**config.mk**
```make
export PLATFORM = sky130hd
export DESIGN_NAME = prox_engine_config_regs
export DESIGN_NICKNAME = d
export VERILOG_FILES = /design/src/hw/prox_engine_config_regs.v
export VERILOG_INCLUDE_DIRS = /design/src /design/src/hw
export SDC_FILE = /design/constraint.sdc
export NUM_CORES = 1
export LEC_CHECK = 0
export BUFFER_PORTS_ARGS = -buffer_cell sky130_fd_sc_hd__buf_2
export CAP_MARGIN = 20
export CORE_AREA = 2 2 165 288
export CTS_CLUSTER_SIZE = 14
export DETAILED_ROUTE_END_ITERATION = 8
export DIE_AREA = 0 0 167 290
export SLEW_MARGIN = 20
export SYNTH_ARGS = -nofsm -noshare
export SYNTH_HDL_FRONTEND = slang
export SYNTH_SLANG_ARGS = --single-unit
```
**constraint.sdc**
```tcl
create_clock -name core_clk -period 13.84 [get_ports core_clk]
set_input_delay 1.384 -clock core_clk [delete_from_list [all_inputs] [get_ports core_clk]]
set_output_delay 1.384 -clock core_clk [all_outputs]
set_load 0.01 [all_outputs]
```
**src/hw/prox_engine_defines.vh**
```
// Register offsets, field positions, reset values and timing for the proximity engine slice.
// Assumes a byte-wide register port with one address per register.
`ifndef PROX_ENGINE_DEFINES_VH
`define PROX_ENGINE_DEFINES_VH

`define STATUS_OFFSET       8'h9b
`define SOFT_RESET_OFFSET   8'ha8
`define WAIT_OFFSET         8'ha9
`define PD_SELECT_OFFSET    8'haa
`define INT_BEHAV_OFFSET    8'hab
`define PULSE_CTRL_OFFSET   8'hae
`define FILTER_OFFSET       8'hb3

`define WAIT_RESET          8'h00
`define PD_SELECT_RESET     8'h02
`define INT_BEHAV_RESET     8'h04
`define PULSE_CTRL_RESET    8'h3f
`define FILTER_RESET        8'h00

`define READ_CLEAR_BIT      7
`define SLEEP_INT_BIT       4
`define PULSE_OFF_BIT       6
`define SOFT_RESET_BIT      0
`define STATUS_HIGH_BIT     7
`define STATUS_LOW_BIT      6
`define STATUS_PROX_INT_BIT 4

`define CLK_FREQ_HZ         10000000
`define WAIT_STEP_NS        2780000
`define WAIT_STEP_CYCLES    ((`WAIT_STEP_NS / 1000) * (`CLK_FREQ_HZ / 1000000))
`define LONG_WAIT_FACTOR    12

`endif

```
**src/hw/prox_engine_config_regs.v**
```verilog
// Configuration and control slice of a proximity measurement engine, with its register port.
// Assumes all inputs synchronous to core_clk; samples arrive already hardware-averaged.
`timescale 1ns/10ps
`include "prox_engine_defines.vh"

module prox_engine_config_regs #(
    parameter STEP_CYCLES = `WAIT_STEP_CYCLES,
    parameter DATA_W      = 14,
    parameter AVG_MAX     = 8
) (
    input  wire              core_clk,
    input  wire              arst_n,
    input  wire [7:0]        reg_addr,
    input  wire [7:0]        reg_wdata,
    input  wire              reg_wr,
    input  wire              reg_rd,
    output reg  [7:0]        reg_rdata,
    input  wire              power_on_control,
    input  wire              long_wait_enable,
    input  wire              prox_interrupt_enable,
    input  wire [3:0]        persistence,
    input  wire [DATA_W-1:0] thresh_low,
    input  wire [DATA_W-1:0] thresh_high,
    input  wire [7:0]        flag_events,
    input  wire [DATA_W-1:0] hw_avg_sample,
    input  wire              hw_avg_valid,
    output reg               meas_start,
    output reg  [DATA_W-1:0] prox_result,
    output wire              auto_pulse_control,
    output wire              far_diode_en,
    output wire              near_diode_en,
    output wire              osc_running,
    output wire              int_pin_out,
    output wire              int_pin_oe_n
);

    localparam ST_IDLE    = 2'd0;
    localparam ST_MEASURE = 2'd1;
    localparam ST_WAIT    = 2'd2;
    localparam ST_SLEEP   = 2'd3;
    localparam SUM_W      = DATA_W + 3;

    reg [7:0]        wait_steps_reg;
    reg [7:0]        pd_select_reg;
    reg [7:0]        int_behav_reg;
    reg [7:0]        pulse_ctrl_reg;
    reg [7:0]        filter_reg;
    reg [7:0]        status_reg;
    reg [1:0]        state_reg;
    reg [8:0]        step_count_reg;
    reg [31:0]       tick_count_reg;
    reg [3:0]        mult_count_reg;
    reg [3:0]        persist_count_reg;
    reg [DATA_W-1:0] hist_reg [0:AVG_MAX-1];

    wire       soft_reset = reg_wr && (reg_addr == `SOFT_RESET_OFFSET)
                            && reg_wdata[`SOFT_RESET_BIT];
    wire       status_rd  = reg_rd && (reg_addr == `STATUS_OFFSET);
    wire       status_wr  = reg_wr && (reg_addr == `STATUS_OFFSET);
    wire       pulse_off  = pulse_ctrl_reg[`PULSE_OFF_BIT];
    wire       sleep_after_interrupt = int_behav_reg[`SLEEP_INT_BIT];
    wire       int_active = status_reg[`STATUS_PROX_INT_BIT] && prox_interrupt_enable;
    wire [1:0] avg_depth  = filter_reg[1:0];

    assign auto_pulse_control = !pulse_off;
    assign far_diode_en       = pd_select_reg[0];
    assign near_diode_en      = pd_select_reg[1];
    // Halt gates osc_running (and stops new measurements) even though power_on_control stays high
    assign osc_running        = power_on_control && (state_reg != ST_SLEEP);
    assign int_pin_out        = 1'b0;
    assign int_pin_oe_n       = !int_active;

    // Moving average over the newest 2^depth samples
    reg [SUM_W-1:0]  avg_sum;
    reg [DATA_W-1:0] avg_value;
    reg [DATA_W-1:0] filt_value;
    integer i;
    always @* begin
        avg_sum = {SUM_W{1'b0}};
        for (i = 0; i < AVG_MAX; i = i + 1) begin
            if (i == 0 || (avg_depth != 2'b00 && i < (1 << avg_depth))) begin
                avg_sum = avg_sum + {3'b000, (i == 0) ? hw_avg_sample : hist_reg[i-1]};
            end
        end
        avg_value = avg_sum[avg_depth +: DATA_W];
        // Pulse control off keeps only a 10-bit result
        filt_value = pulse_off ? {4'h0, avg_value[9:0]} : avg_value;
    end

    // Threshold test on the filtered value
    wire over  = pulse_off ? (filt_value[9:2] > thresh_high[7:0]) : (filt_value > thresh_high);
    wire under = pulse_off ? (filt_value[9:2] < thresh_low[7:0])  : (filt_value < thresh_low);
    wire done  = (state_reg == ST_MEASURE) && hw_avg_valid;
    wire hit   = done && (over || under) && ({1'b0, persist_count_reg} + 5'd1 >= {1'b0, persistence});
    wire fire  = hit;

    // Status flags: hardware set wins over a write-clear or read-clear in the same cycle
    reg [7:0] status_next;
    reg [7:0] status_set;
    always @* begin
        status_set = flag_events & 8'h2f;
        if (fire) begin
            status_set[`STATUS_PROX_INT_BIT] = 1'b1;
            status_set[`STATUS_HIGH_BIT] = over;
            status_set[`STATUS_LOW_BIT]  = under;
        end
        status_next = status_reg;
        if (status_wr) begin
            status_next = status_next & ~reg_wdata;
        end
        if (status_rd && int_behav_reg[`READ_CLEAR_BIT]) begin
            status_next = 8'h00;
        end
        status_next = status_next | status_set;
    end

    always @(posedge core_clk or negedge arst_n) begin
        if (!arst_n) begin
            wait_steps_reg <= `WAIT_RESET;
            pd_select_reg  <= `PD_SELECT_RESET;
            int_behav_reg  <= `INT_BEHAV_RESET;
            pulse_ctrl_reg <= `PULSE_CTRL_RESET;
            filter_reg     <= `FILTER_RESET;
            status_reg     <= 8'h00;
            reg_rdata      <= 8'h00;
        end else if (soft_reset) begin
            wait_steps_reg <= `WAIT_RESET;
            pd_select_reg  <= `PD_SELECT_RESET;
            int_behav_reg  <= `INT_BEHAV_RESET;
            pulse_ctrl_reg <= `PULSE_CTRL_RESET;
            filter_reg     <= `FILTER_RESET;
            status_reg     <= 8'h00;
            reg_rdata      <= 8'h00;
        end else begin
            status_reg <= status_next;
            if (reg_wr) begin
                case (reg_addr)
                    `WAIT_OFFSET:       wait_steps_reg <= reg_wdata;
                    `PD_SELECT_OFFSET:  pd_select_reg  <= reg_wdata;
                    `INT_BEHAV_OFFSET:  int_behav_reg  <= reg_wdata;
                    `PULSE_CTRL_OFFSET: pulse_ctrl_reg <= reg_wdata;
                    `FILTER_OFFSET:     filter_reg     <= reg_wdata;
                    default: ;
                endcase
            end
            if (reg_rd) begin
                case (reg_addr)
                    `STATUS_OFFSET:     reg_rdata <= status_reg;
                    `WAIT_OFFSET:       reg_rdata <= wait_steps_reg;
                    `PD_SELECT_OFFSET:  reg_rdata <= pd_select_reg;
                    `INT_BEHAV_OFFSET:  reg_rdata <= int_behav_reg;
                    `PULSE_CTRL_OFFSET: reg_rdata <= pulse_ctrl_reg;
                    `FILTER_OFFSET:     reg_rdata <= filter_reg;
                    default:            reg_rdata <= 8'h00;
                endcase
            end
        end
    end

    // Sample history shifts once per completed measurement
    genvar g;
    generate
        for (g = 0; g < AVG_MAX; g = g + 1) begin : hist
            always @(posedge core_clk or negedge arst_n) begin
                if (!arst_n) begin
                    hist_reg[g] <= {DATA_W{1'b0}};
                end else if (soft_reset) begin
                    hist_reg[g] <= {DATA_W{1'b0}};
                end else if (done) begin
                    hist_reg[g] <= (g == 0) ? hw_avg_sample : hist_reg[(g == 0) ? 0 : g-1];
                end
            end
        end
    endgenerate

    // Measurement cycle sequencer
    always @(posedge core_clk or negedge arst_n) begin
        if (!arst_n) begin
            state_reg         <= ST_IDLE;
            step_count_reg    <= 9'h000;
            tick_count_reg    <= 32'h0;
            mult_count_reg    <= 4'h0;
            persist_count_reg <= 4'h0;
            prox_result       <= {DATA_W{1'b0}};
            meas_start        <= 1'b0;
        end else if (soft_reset || !power_on_control) begin
            state_reg         <= ST_IDLE;
            persist_count_reg <= 4'h0;
            meas_start        <= 1'b0;
            if (soft_reset) begin
                prox_result <= {DATA_W{1'b0}};
            end
        end else begin
            meas_start <= 1'b0;
            case (state_reg)
                ST_IDLE: begin
                    meas_start <= 1'b1;
                    state_reg  <= ST_MEASURE;
                end
                ST_MEASURE: begin
                    if (hw_avg_valid) begin
                        prox_result <= filt_value;
                        if (over || under) begin
                            if (persist_count_reg != 4'hf) begin
                                persist_count_reg <= persist_count_reg + 4'h1;
                            end
                        end else begin
                            persist_count_reg <= 4'h0;
                        end
                        // Sleep decision taken only here, at cycle end
                        if (sleep_after_interrupt && prox_interrupt_enable
                            && status_next[`STATUS_PROX_INT_BIT]) begin
                            state_reg <= ST_SLEEP;
                        end else begin
                            state_reg      <= ST_WAIT;
                            step_count_reg <= {1'b0, wait_steps_reg} + 9'h001;
                            tick_count_reg <= STEP_CYCLES - 1;
                            mult_count_reg <= long_wait_enable ? 4'd11 : 4'd0;
                        end
                    end
                end
                ST_WAIT: begin
                    if (tick_count_reg != 32'h0) begin
                        tick_count_reg <= tick_count_reg - 32'h1;
                    end else if (mult_count_reg != 4'h0) begin
                        mult_count_reg <= mult_count_reg - 4'h1;
                        tick_count_reg <= STEP_CYCLES - 1;
                    end else if (step_count_reg != 9'h001) begin
                        step_count_reg <= step_count_reg - 9'h001;
                        tick_count_reg <= STEP_CYCLES - 1;
                        mult_count_reg <= long_wait_enable ? 4'd11 : 4'd0;
                    end else begin
                        meas_start <= 1'b1;
                        state_reg  <= ST_MEASURE;
                    end
                end
                ST_SLEEP: begin
                    // Clearing the flags wakes it; power_on_control going low also returns it to ST_IDLE
                    if (status_reg == 8'h00) begin
                        state_reg <= ST_IDLE;
                    end
                end
                default: state_reg <= ST_IDLE;
            endcase
        end
    end

endmodule

```
# Yosys cells after proc, flatten, opt, wreduce, memory -nomap -nowiden
# Cells that the tools add are included.
totals:
  ff_bits: 220
  inputBits: 78
  out_inout_bits: 29
  word_cells: 218
classes:
  n_addsub: 13
  n_lt_le_gt_ge: 12
  eq_ne: 27
  shifts: 2
  n_mux: 88
  n_bitwise: 4
  n_reduce_logical: 51
ops:
  columns: ["op", "n"]
  rows:
  - ["$mux 14", 19]
  - ["$mux 32", 5]
  - ["$mux 8", 20]
  - ["$lt 4x32->1 const A", 4]
  - ["$mux 17", 7]
  - ["$add 17x14->17", 6]
  - ["$lt 3x32->1 const A", 2]
  - ["$pmux 32 s2", 1]
  - ["$eq 8x8->1 const B", 7]
  - ["$pmux 8 s6", 1]
  - ["$mux 9", 5]
  - ["$mux 4", 11]
  - ["$lt 2x32->1 const A", 1]
  - ["$reduce_bool 32->1", 1]
  - ["$shl 1x2->32 const A", 1]
  - ["$sub 32x1->32 const B", 1]
  - ["$reduce_bool 2->1", 12]
  - ["$logic_and 1x1->1", 19]
  - ["$pmux 9 s2", 1]
  - ["$shiftx 17x3->14", 1]
  - ["$add 14x14->15", 1]
  - ["$ne 3x3->1 const B", 5]
  - ["$gt 14x14->1", 1]
  - ["$lt 14x14->1", 1]
  - ["33 further kinds", 64]

# Longest topological paths before layout
# Gate-level depths: netlist of the first run.
depth:
  word_depth: 30
  depth_mapped: 66

# Worst setup path after synthesis of the first run
# Ideal clock, no wire load.
synth_timing:
  kind: "input to register"
  from: "in hw_avg_sample[0]"
  to: "reg tick_count_reg[22]"
  setup_time_ns: 0.122
  arrival_ns: 12.897
  required_time_ns: 13.718
  setup_slack_ns: 0.821
  stages: 58
  cell_sequence: "ha_1 > inv_1 > fa_1 > nor2b_1 > o21ai_0 > a21oi_1 > nand2_1 > o31ai_1 > ha_1 > and3_1 > a221oi_1 > xnor2_1 > a21o_1 > ha_1 > or3_1 > o211a_1 > nor2_1 > xor2_1 > [22 not listed] > ha_1 > a21o_1 > a31oi_1 > nor2b_1 > o21ba_2 > a21oi_1 > nor3b_1 > a2111oi_0 > ha_1 > nand4_1 > or2_2 > o311ai_0 > o21ai_0 > a211oi_2 > o31ai_4 > clkbuf_2 > or4_1 > mux2i_1"
synth_via:
  elab_chain_len: 26
  elab_cells_between_ends: 30
synth_lines:
  columns: ["element", "line_no", "rtl"]
  rows:
  - ["start: declaration", "prox_engine_config_regs.v:25", "input wire [DATA_W-1:0] hw_avg_sample,"]
  - ["$add 14x14->15", "prox_engine_config_regs.v:82", "avg_sum = avg_sum + {3'b000, (i == 0) ? hw_avg_sample : hist_reg[i-1]};"]
  - ["$mux 17 *", "prox_engine_config_regs.v:81", "if (i == 0 || (avg_depth != 2'b00 && i < (1 << avg_depth))) begin"]
  - ["$add 17x14->17", "prox_engine_config_regs.v:82", null]
  - ["$mux 17 *", "prox_engine_config_regs.v:81", null]
  - ["$add 17x14->17", "prox_engine_config_regs.v:82", null]
  - ["$mux 17 *", "prox_engine_config_regs.v:81", null]
  - ["$add 17x14->17", "prox_engine_config_regs.v:82", null]
  - ["$mux 17 *", "prox_engine_config_regs.v:81", null]
  - ["[9 not listed]", null, null]
  - ["$mux 1, on equally long branches", "prox_engine_config_regs.v:91, prox_engine_config_regs.v:92", null]
  - ["$logic_or 1x1->1 *", "prox_engine_config_regs.v:94", "wire hit = done && (over || under) && ({1'b0, persist_count_reg} + 5'd1 >= {1'b0, persistence});"]
  - ["$logic_and 1x1->1 * (2 in series)", "prox_engine_config_regs.v:94", null]
  - ["$mux 1 *", "prox_engine_config_regs.v:102", "if (fire) begin"]
  - ["$or 8x8->8 *", "prox_engine_config_regs.v:114", "status_next = status_next | status_set;"]
  - ["$logic_and 1x1->1 *", "prox_engine_config_regs.v:211", "if (sleep_after_interrupt && prox_interrupt_enable"]
  - ["$ne 2x2->1 (no line) *", null, null]
  - ["$reduce_and 5->1 (no line) *", null, null]
  - ["end signal: assignment", "prox_engine_config_regs.v:217", "tick_count_reg <= STEP_CYCLES - 1;"]
  - ["end signal: assignment", "prox_engine_config_regs.v:224", "tick_count_reg <= tick_count_reg - 32'h1;"]
  - ["end signal: assignment", "prox_engine_config_regs.v:227", "tick_count_reg <= STEP_CYCLES - 1;"]
  - ["end: declaration", "prox_engine_config_regs.v:51", "reg [31:0] tick_count_reg;"]
# Mark *: on every way between the ends. The rest lies on a longest branch, timed or not.
# A chain may end at the register's enable or synchronous reset.

# Worst setup path in the final report of the first run
layout_timing:
  from: "in hw_avg_sample[0]"
  to: "reg tick_count_reg[15]"
# The elaborated chain is that of the path after synthesis.

==> results_dict.tcl, run 1 <==
set metrics [dict create \
    htree_levels 1 \
    synth_cell_types 91 \
    numClockSinks 220 \
    peakVddDrop_mv 0.125 \
    synth-edff-count 0 \
    holdPathEnd "pulse_ctrl_reg[0]$_DFFE_PN1P_" \
    antenna_found_initial 1 \
    grt_usage_pct 22.7 \
    cts_root_buffer "clkbuf_16" \
    hold_viol 0 \
    maxSlewHeadroom_pct 31.9 \
    synth-seq-cells 220 \
    cts_buffer_depth 3 \
    cpPeakStageDelay_ns 0.49 \
    critPathSlowestCell "or4_1" \
    synthesis.area_mm2 0.0173 \
    synth_ff_type "dfrtp_1" \
    dieWidth_um 167 \
    ys_seq_area_share_pct 31.9 \
    async_flop_share_pct 100 \
    cts_tree "done" \
    drive_gt1_share_pct 18.9 \
    dp_cells 2926 \
    power_density_mw_per_mm2 157 \
    fin_crit_sh_pct 96.2 \
    leakage_nw 9.80 \
    io_pins 107 \
    cap_violations 0 \
    grt_pass1_vias 17500 \
    cp_common_cell "buf_4" \
    firstDrtPassIters 7 \
    required_ns 14.33 \
    hpwl_um 42400 \
    crit_type "input port to flip-flop" \
    dieArea_mm2 0.0484 \
    final_nets 2616 \
    slew_viol_final 0 \
    setup-violations-final 0 \
    worst_pin_slew_ns 1.01 \
    drc 0 \
    clk_latency_ns 0.56 \
    path_max_fanout 27 \
    grt_pass1_wl_um 89000 \
    synthCells 2123 \
    min_period_ns 13.31 \
    wl_per_cell_um 18.8 \
    hold_path_depth 2 \
    drtAntennaViolNets 0 \
    drt_iter0_drc 849 \
    rows 104 \
    path_buf_inv 14 \
    outcome "finished, final reports clean" \
    cp-end-kind "flip-flop" \
    synth_fp_nets 2365 \
    vias 16800 \
    syn2layout_area_growth_pct 20.9 \
    cts_made_buffers 26 \
    fp.dieH_um 290 \
    path_delay_family "compound AO/OA/AOI/OAI gates" \
    portBuffers 102 \
    power.total_mw 3.28 \
    synth_top_area_share_pct 30.7 \
    drt_wl_total_um 56100 \
    synth_warnings 0 \
    worstReg2RegStart "hist_reg[98]$_DFFE_PN0P_" \
    grt_max_degree 100 \
    ctsHoldBuffers 0 \
    fin_cells 2976 \
    core_mm2 0.0459 \
    rr_worst_depth 61 \
    r2r_slack_ns 1.07 \
    grt_overflow 0 \
    rr_endpoint "tick_count_reg[15]$_DFFE_PN0P_" \
    vias_per_cell 5.65 \
    crit_arrival_ns 13.80 \
    initial_core_util_pct 37.6 \
    finClkSkew_ns 0.0198 \
    yosys.area.top_type "dfrtp_1" \
    place_congestion 0.937 \
    largest_register_ffs 98 \
    max_freq_ghz 0.0751 \
    yosysMostFrequentCell "nand2_1" \
    clk_pin_slew_ns 0.06 \
    ys_top_cells_by_area "dfrtp_1 31%, ha_1 11%, nand2_1 7.8%" \
    hold_path.startpoint "pulse_ctrl_reg[0]$_DFFE_PN1P_" \
    syn_area_per_cell_um2 8.14 \
    yosys-top-cells-count "361 x nand2_1, 251 x a21oi_1, 212 x dfrtp_1" \
    hold_class "flip-flop to flip-flop" \
    crit_path_start_kind "input port" \
]
[logic make-up (layout without fill, tap and decap cells)]
family	after synthesis	in the layout	share of synthesized area, %
simple gates	743	743	20.2
compound gates	685	685	24.7
flops	220	220	31.9
buf+inv	197	466	4.53
fa+ha+maj	164	164	12.2
xor+xnor	79	79	4.00
mux	34	34	2.49
other cells	1	2	0.0217
[cell type report]
cell class | instances | area (um^2)
repair buffers | 318 | 2220
diodes | 1 | 2.50
well taps | 583 | 729
inverters | 102 | 383
multi-input cells | 1706 | 11200
fillers | 4597 | 25000
clock buffers | 36 | 728
flip-flops and latches | 220 | 5520
clock inverters | 10 | 139
[routing by layer]
layer,routed length [um],global-route usage (%),up-vias
met5,0,0,-
met4,4770,17.4,0
met3,1420,1.83,191
met2,30100,43.7,364
met1,19800,22.0,8119
li1,-,-,8132
[how the worst max path moves through the flow]
stage	end	startpoint	cells after the start	slack [ns]
final	tick_count_reg[15]$_DFFE_PN0P_	hw_avg_sample[0]	62	0.53
after global routing	tick_count_reg[9]$_DFFE_PN0P_	hw_avg_sample[1]	64	-0.02
after CTS	tick_count_reg[22]$_DFFE_PN0P_	hw_avg_sample[0]	59	0.04
after detailed placement	tick_count_reg[22]$_DFFE_PN0P_	hw_avg_sample[0]	59	-0.70
after global placement	step_count_reg[0]$_DFFE_PN0P_	hw_avg_sample[0]	59	-0.45
after floorplan	tick_count_reg[22]$_DFFE_PN0P_	hw_avg_sample[0]	58	0.82
[tightest hold or removal path, delay by kind of cell (launching register included)]
family,cells,cell delay (ns)
flip-flops,1,0.37
AND/OR/NAND/NOR,2,0.08
[cells in the final DEF, fill, tap and decap left out, types with 14 or more instances in the layout]
cell and instances:
xnor2_1 54, buf_4 210, nor2_1 112, and2_1 16, ha_1 156, nand4_1 15, o31ai_1 20, nand3_1 42
or4_1 22, dfrtp_1 211, nor2b_1 18, a22oi_1 18, nand2_1 360, inv_1 102, a31oi_1 29, a21oi_1 248
and3_1 18, nand2b_1 24, nor3_1 34, xor2_1 23, o21bai_1 17, buf_2 101, o21a_1 24, a211oi_1 14
clkbuf_16 26, or3_1 26, a21o_1 56, mux2i_1 15, o21ai_0 133
[report_power, final]
group	internal (mW)	switching, mW	leakage (nW)
clock network	0.422	0.294	0.425
registers	0.783	0.142	2.81
logic	0.772	0.864	6.56
total	1.98	1.30	9.80
[stage by stage]
stage | setup TNS (ns) | hold slack, ns | area [um^2] | setup WS, ns | util (%)
floorplan | 0 | 0.434 | 17300 | 0.821 | -
global placement | -16.48 | 0.446 | 19800 | -0.454 | 43.1
detailed placement | -28.53 | 0.447 | 19800 | -0.700 | 43.1
CTS | 0 | 0.457 | 20700 | 0.0354 | 45.0
global route | -0.0512 | 0.474 | 20900 | -0.0185 | 45.5
finish | 0 | 0.455 | 20900 | 0.526 | 45.5
[timing repair]
| item | CTS | global route |
|---|---|---|
| pin swaps | 0 | 11 |
| gates resized for setup | 2 | 39 |
| gates cloned | 0 | 0 |
| buffers inserted | 0 | 2 |
| setup endpoints to repair | 36 | 52 |
Power figures use the tool's default switching activity.
==> run 2, diff against run 1 <==
--- a/config.mk
+++ b/config.mk
@@ -9,6 +9,7 @@
 export BUFFER_PORTS_ARGS = -buffer_cell sky130_fd_sc_hd__buf_2
 export CAP_MARGIN = 20
 export CORE_AREA = 2 2 165 288
+export CTS_BUF_LIST = sky130_fd_sc_hd__clkbuf_2 sky130_fd_sc_hd__clkbuf_4 sky130_fd_sc_hd__clkbuf_8
 export CTS_CLUSTER_SIZE = 14
 export DETAILED_ROUTE_END_ITERATION = 8
 export DIE_AREA = 0 0 167 290
==> run 2 against run 1 <==
Cell count rose by 0.91%. Register-to-register slack got worse by 0.05 ns. Via count rose by 0.91%. Critical path depth did not move. Fmax barely moved. Power fell by 0.30%. Sequential cell count did not move. Setup slack improved by 0.0043 ns. Clock power fell by 0.7%. Critical path type unchanged.
==> results_dict.tcl, run 2 (synthesis gave the netlist of run 1 again) <==
set metrics [dict create \
    firstDrtPassIters 5 \
    path_max_fanout 27 \
    hold_viol 0 \
    cts_made_buffers 40 \
    cpPeakStageDelay_ns 0.48 \
    io_pins 107 \
    final_common_cell "nand2_1" \
    n_fill_cell 4608 \
    postLayoutCoreUtil_pct 45.5 \
    ctsHoldBuffers 0 \
    hold_class "flip-flop to flip-flop" \
    cts_tree "done" \
    portBuffers 102 \
    htree_levels 2 \
    clk_latency_ns 0.62 \
    clock_power_share_pct 21.7 \
    dieWidth_um 167 \
    grt_max_degree 100 \
    rsz0062_at_grt "false" \
    largest_register_ffs 98 \
    grt_pass1_wl_um 89400 \
    place_congestion 0.937 \
    fp.dieH_um 290 \
    drc 0 \
    wl_met3_um 1650 \
    maxSlewHeadroom_pct 31.2 \
    syn2layout_area_growth_pct 21.0 \
    hold_path_depth 2 \
    wl_met1_um 19800 \
    power.total_mw 3.27 \
    finClkSkew_ns 0.0540 \
    drtAntennaViolNets 0 \
    dpl_worst_slack_ns -0.700 \
    core_mm2 0.0459 \
    dieArea_mm2 0.0484 \
    setup-violations-final 0 \
    power_density_mw_per_mm2 156 \
    peakVddDrop_mv 0.111 \
    min_period_ns 13.31 \
    worstReg2RegStart "hist_reg[98]$_DFFE_PN0P_" \
    p_int_mw 1.96 \
    required_ns 14.35 \
    vias 17000 \
    leakage_nw 9.85 \
    r2r_slack_ns 1.02 \
    hold_path.startpoint "pulse_ctrl_reg[0]$_DFFE_PN1P_" \
    rr_worst_depth 61 \
    switchingPower_mw 1.31 \
    crit_path_start_kind "input port" \
    cp_common_cell "buf_4" \
    outcome "finished, final reports clean" \
    top_layer_used "met4" \
    comb_power_share_pct 49.9 \
    cap_violations 0 \
    initial_core_util_pct 37.6 \
    clk_pin_slew_ns 0.06 \
    cts_buffer_depth 3 \
    slew_viol_final 0 \
    antenna_found_initial 2 \
    worst_slack_ns 0.530 \
    rows 104 \
    rr_endpoint "tick_count_reg[15]$_DFFE_PN0P_" \
    hpwl_um 42400 \
    crit_arrival_ns 13.82 \
    drt_wl_total_um 56400 \
    wl_per_cell_um 18.8 \
    grt_pass1_vias 17600 \
    grt_overflow 0 \
    crit_type "input port to flip-flop" \
    fin_crit_sh_pct 96.2 \
    cp-end-kind "flip-flop" \
    numClockSinks 220 \
    holdPathEnd "pulse_ctrl_reg[0]$_DFFE_PN1P_" \
    critPathSlowestCell "or4_1" \
    vias_per_cell 5.65 \
    drive_gt1_share_pct 19.9 \
    wl_met2_um 30000 \
    seq_power_share_pct 28.3 \
    drt_iter0_drc 808 \
    cts_root_buffer "clkbuf_8" \
    grt_usage_pct 22.9 \
    layout_common_cells "360 x nand2_1, 248 x a21oi_1, 211 x dfrtp_1" \
    max_freq_ghz 0.0751 \
    worst_pin_slew_ns 1.02 \
    swShare_pct 40.2 \
    final_nets 2630 \
]
-- run 2: worst max-delay path by stage --
stage,from,end,slack (ns)
final,hw_avg_sample[0],tick_count_reg[15]$_DFFE_PN0P_,0.53
after global routing,hw_avg_sample[1],tick_count_reg[9]$_DFFE_PN0P_,0.03
after CTS,hw_avg_sample[0],tick_count_reg[15]$_DFFE_PN0P_,0.05
after detailed placement,hw_avg_sample[0],tick_count_reg[22]$_DFFE_PN0P_,-0.70
after global placement,hw_avg_sample[0],step_count_reg[0]$_DFFE_PN0P_,-0.45
after floorplan,hw_avg_sample[0],tick_count_reg[22]$_DFFE_PN0P_,0.82
-- run 2: final cells by class --
type                    instances  area [um^2]  area share [%]
well taps                     583          729            3.49
clock inverters                 8          118           0.562
inverters                     102          383            1.83
repair buffers                318         2220            10.6
diodes                          2         5.00          0.0239
clock buffers                  64          787            3.76
flip-flops and latches        220         5520            26.4
multi-input cells            1706        11200            53.4
-- run 2: power by group through the flow --
stage | clock network (mW) | logic, mW | registers [mW]
6_report | 0.711 | 1.63 | 0.925
5_1_grt | 0.757 | 1.80 | 0.944
2_1_floorplan | 0 | 0.990 | 0.884
3_3_place_gp | 0 | 1.55 | 0.933
3_5_place_dp | 0 | 1.60 | 0.937
4_1_cts | 0.733 | 1.61 | 0.926
-- run 2: repair_timing --
item                                    in CTS  in global routing
resized for setup                            2                 35
buffers inserted                             1                  1
cloned                                       0                  0
pin swaps                                    1                  9
endpoints found under the setup margin      28                 51
-- run 2: metrics by stage --
step / hold WS, ns / std cells / setup TNS (ns) / area [um^2]
after floorplan: 0.434 / 2123 / 0 / 17300
after global placement: 0.446 / 2926 / -16.48 / 19800
after detailed placement: 0.447 / 2926 / -28.53 / 19800
after CTS: 0.457 / 2999 / 0 / 20700
after global routing: 0.473 / 3003 / 0 / 20900
final: 0.453 / 3003 / 0 / 20900
-- run 2: worst max-delay path: cells and delay by family --
kind	cells	cell delay (ns)
xor gates and xnor gates	4	0.74
AOI/OAI and AO/OA	23	4.84
adders and majority gates	8	2.12
buffers and inverters	14	1.94
and+or+nand+nor	11	2.35
muxes	2	0.42
-- run 2: metal layers --
metal,vias up,global-route usage (%)
li1,8175,-
met1,8166,22.0
met2,411,44.0
met3,207,2.44
met4,0,17.2
met5,-,0
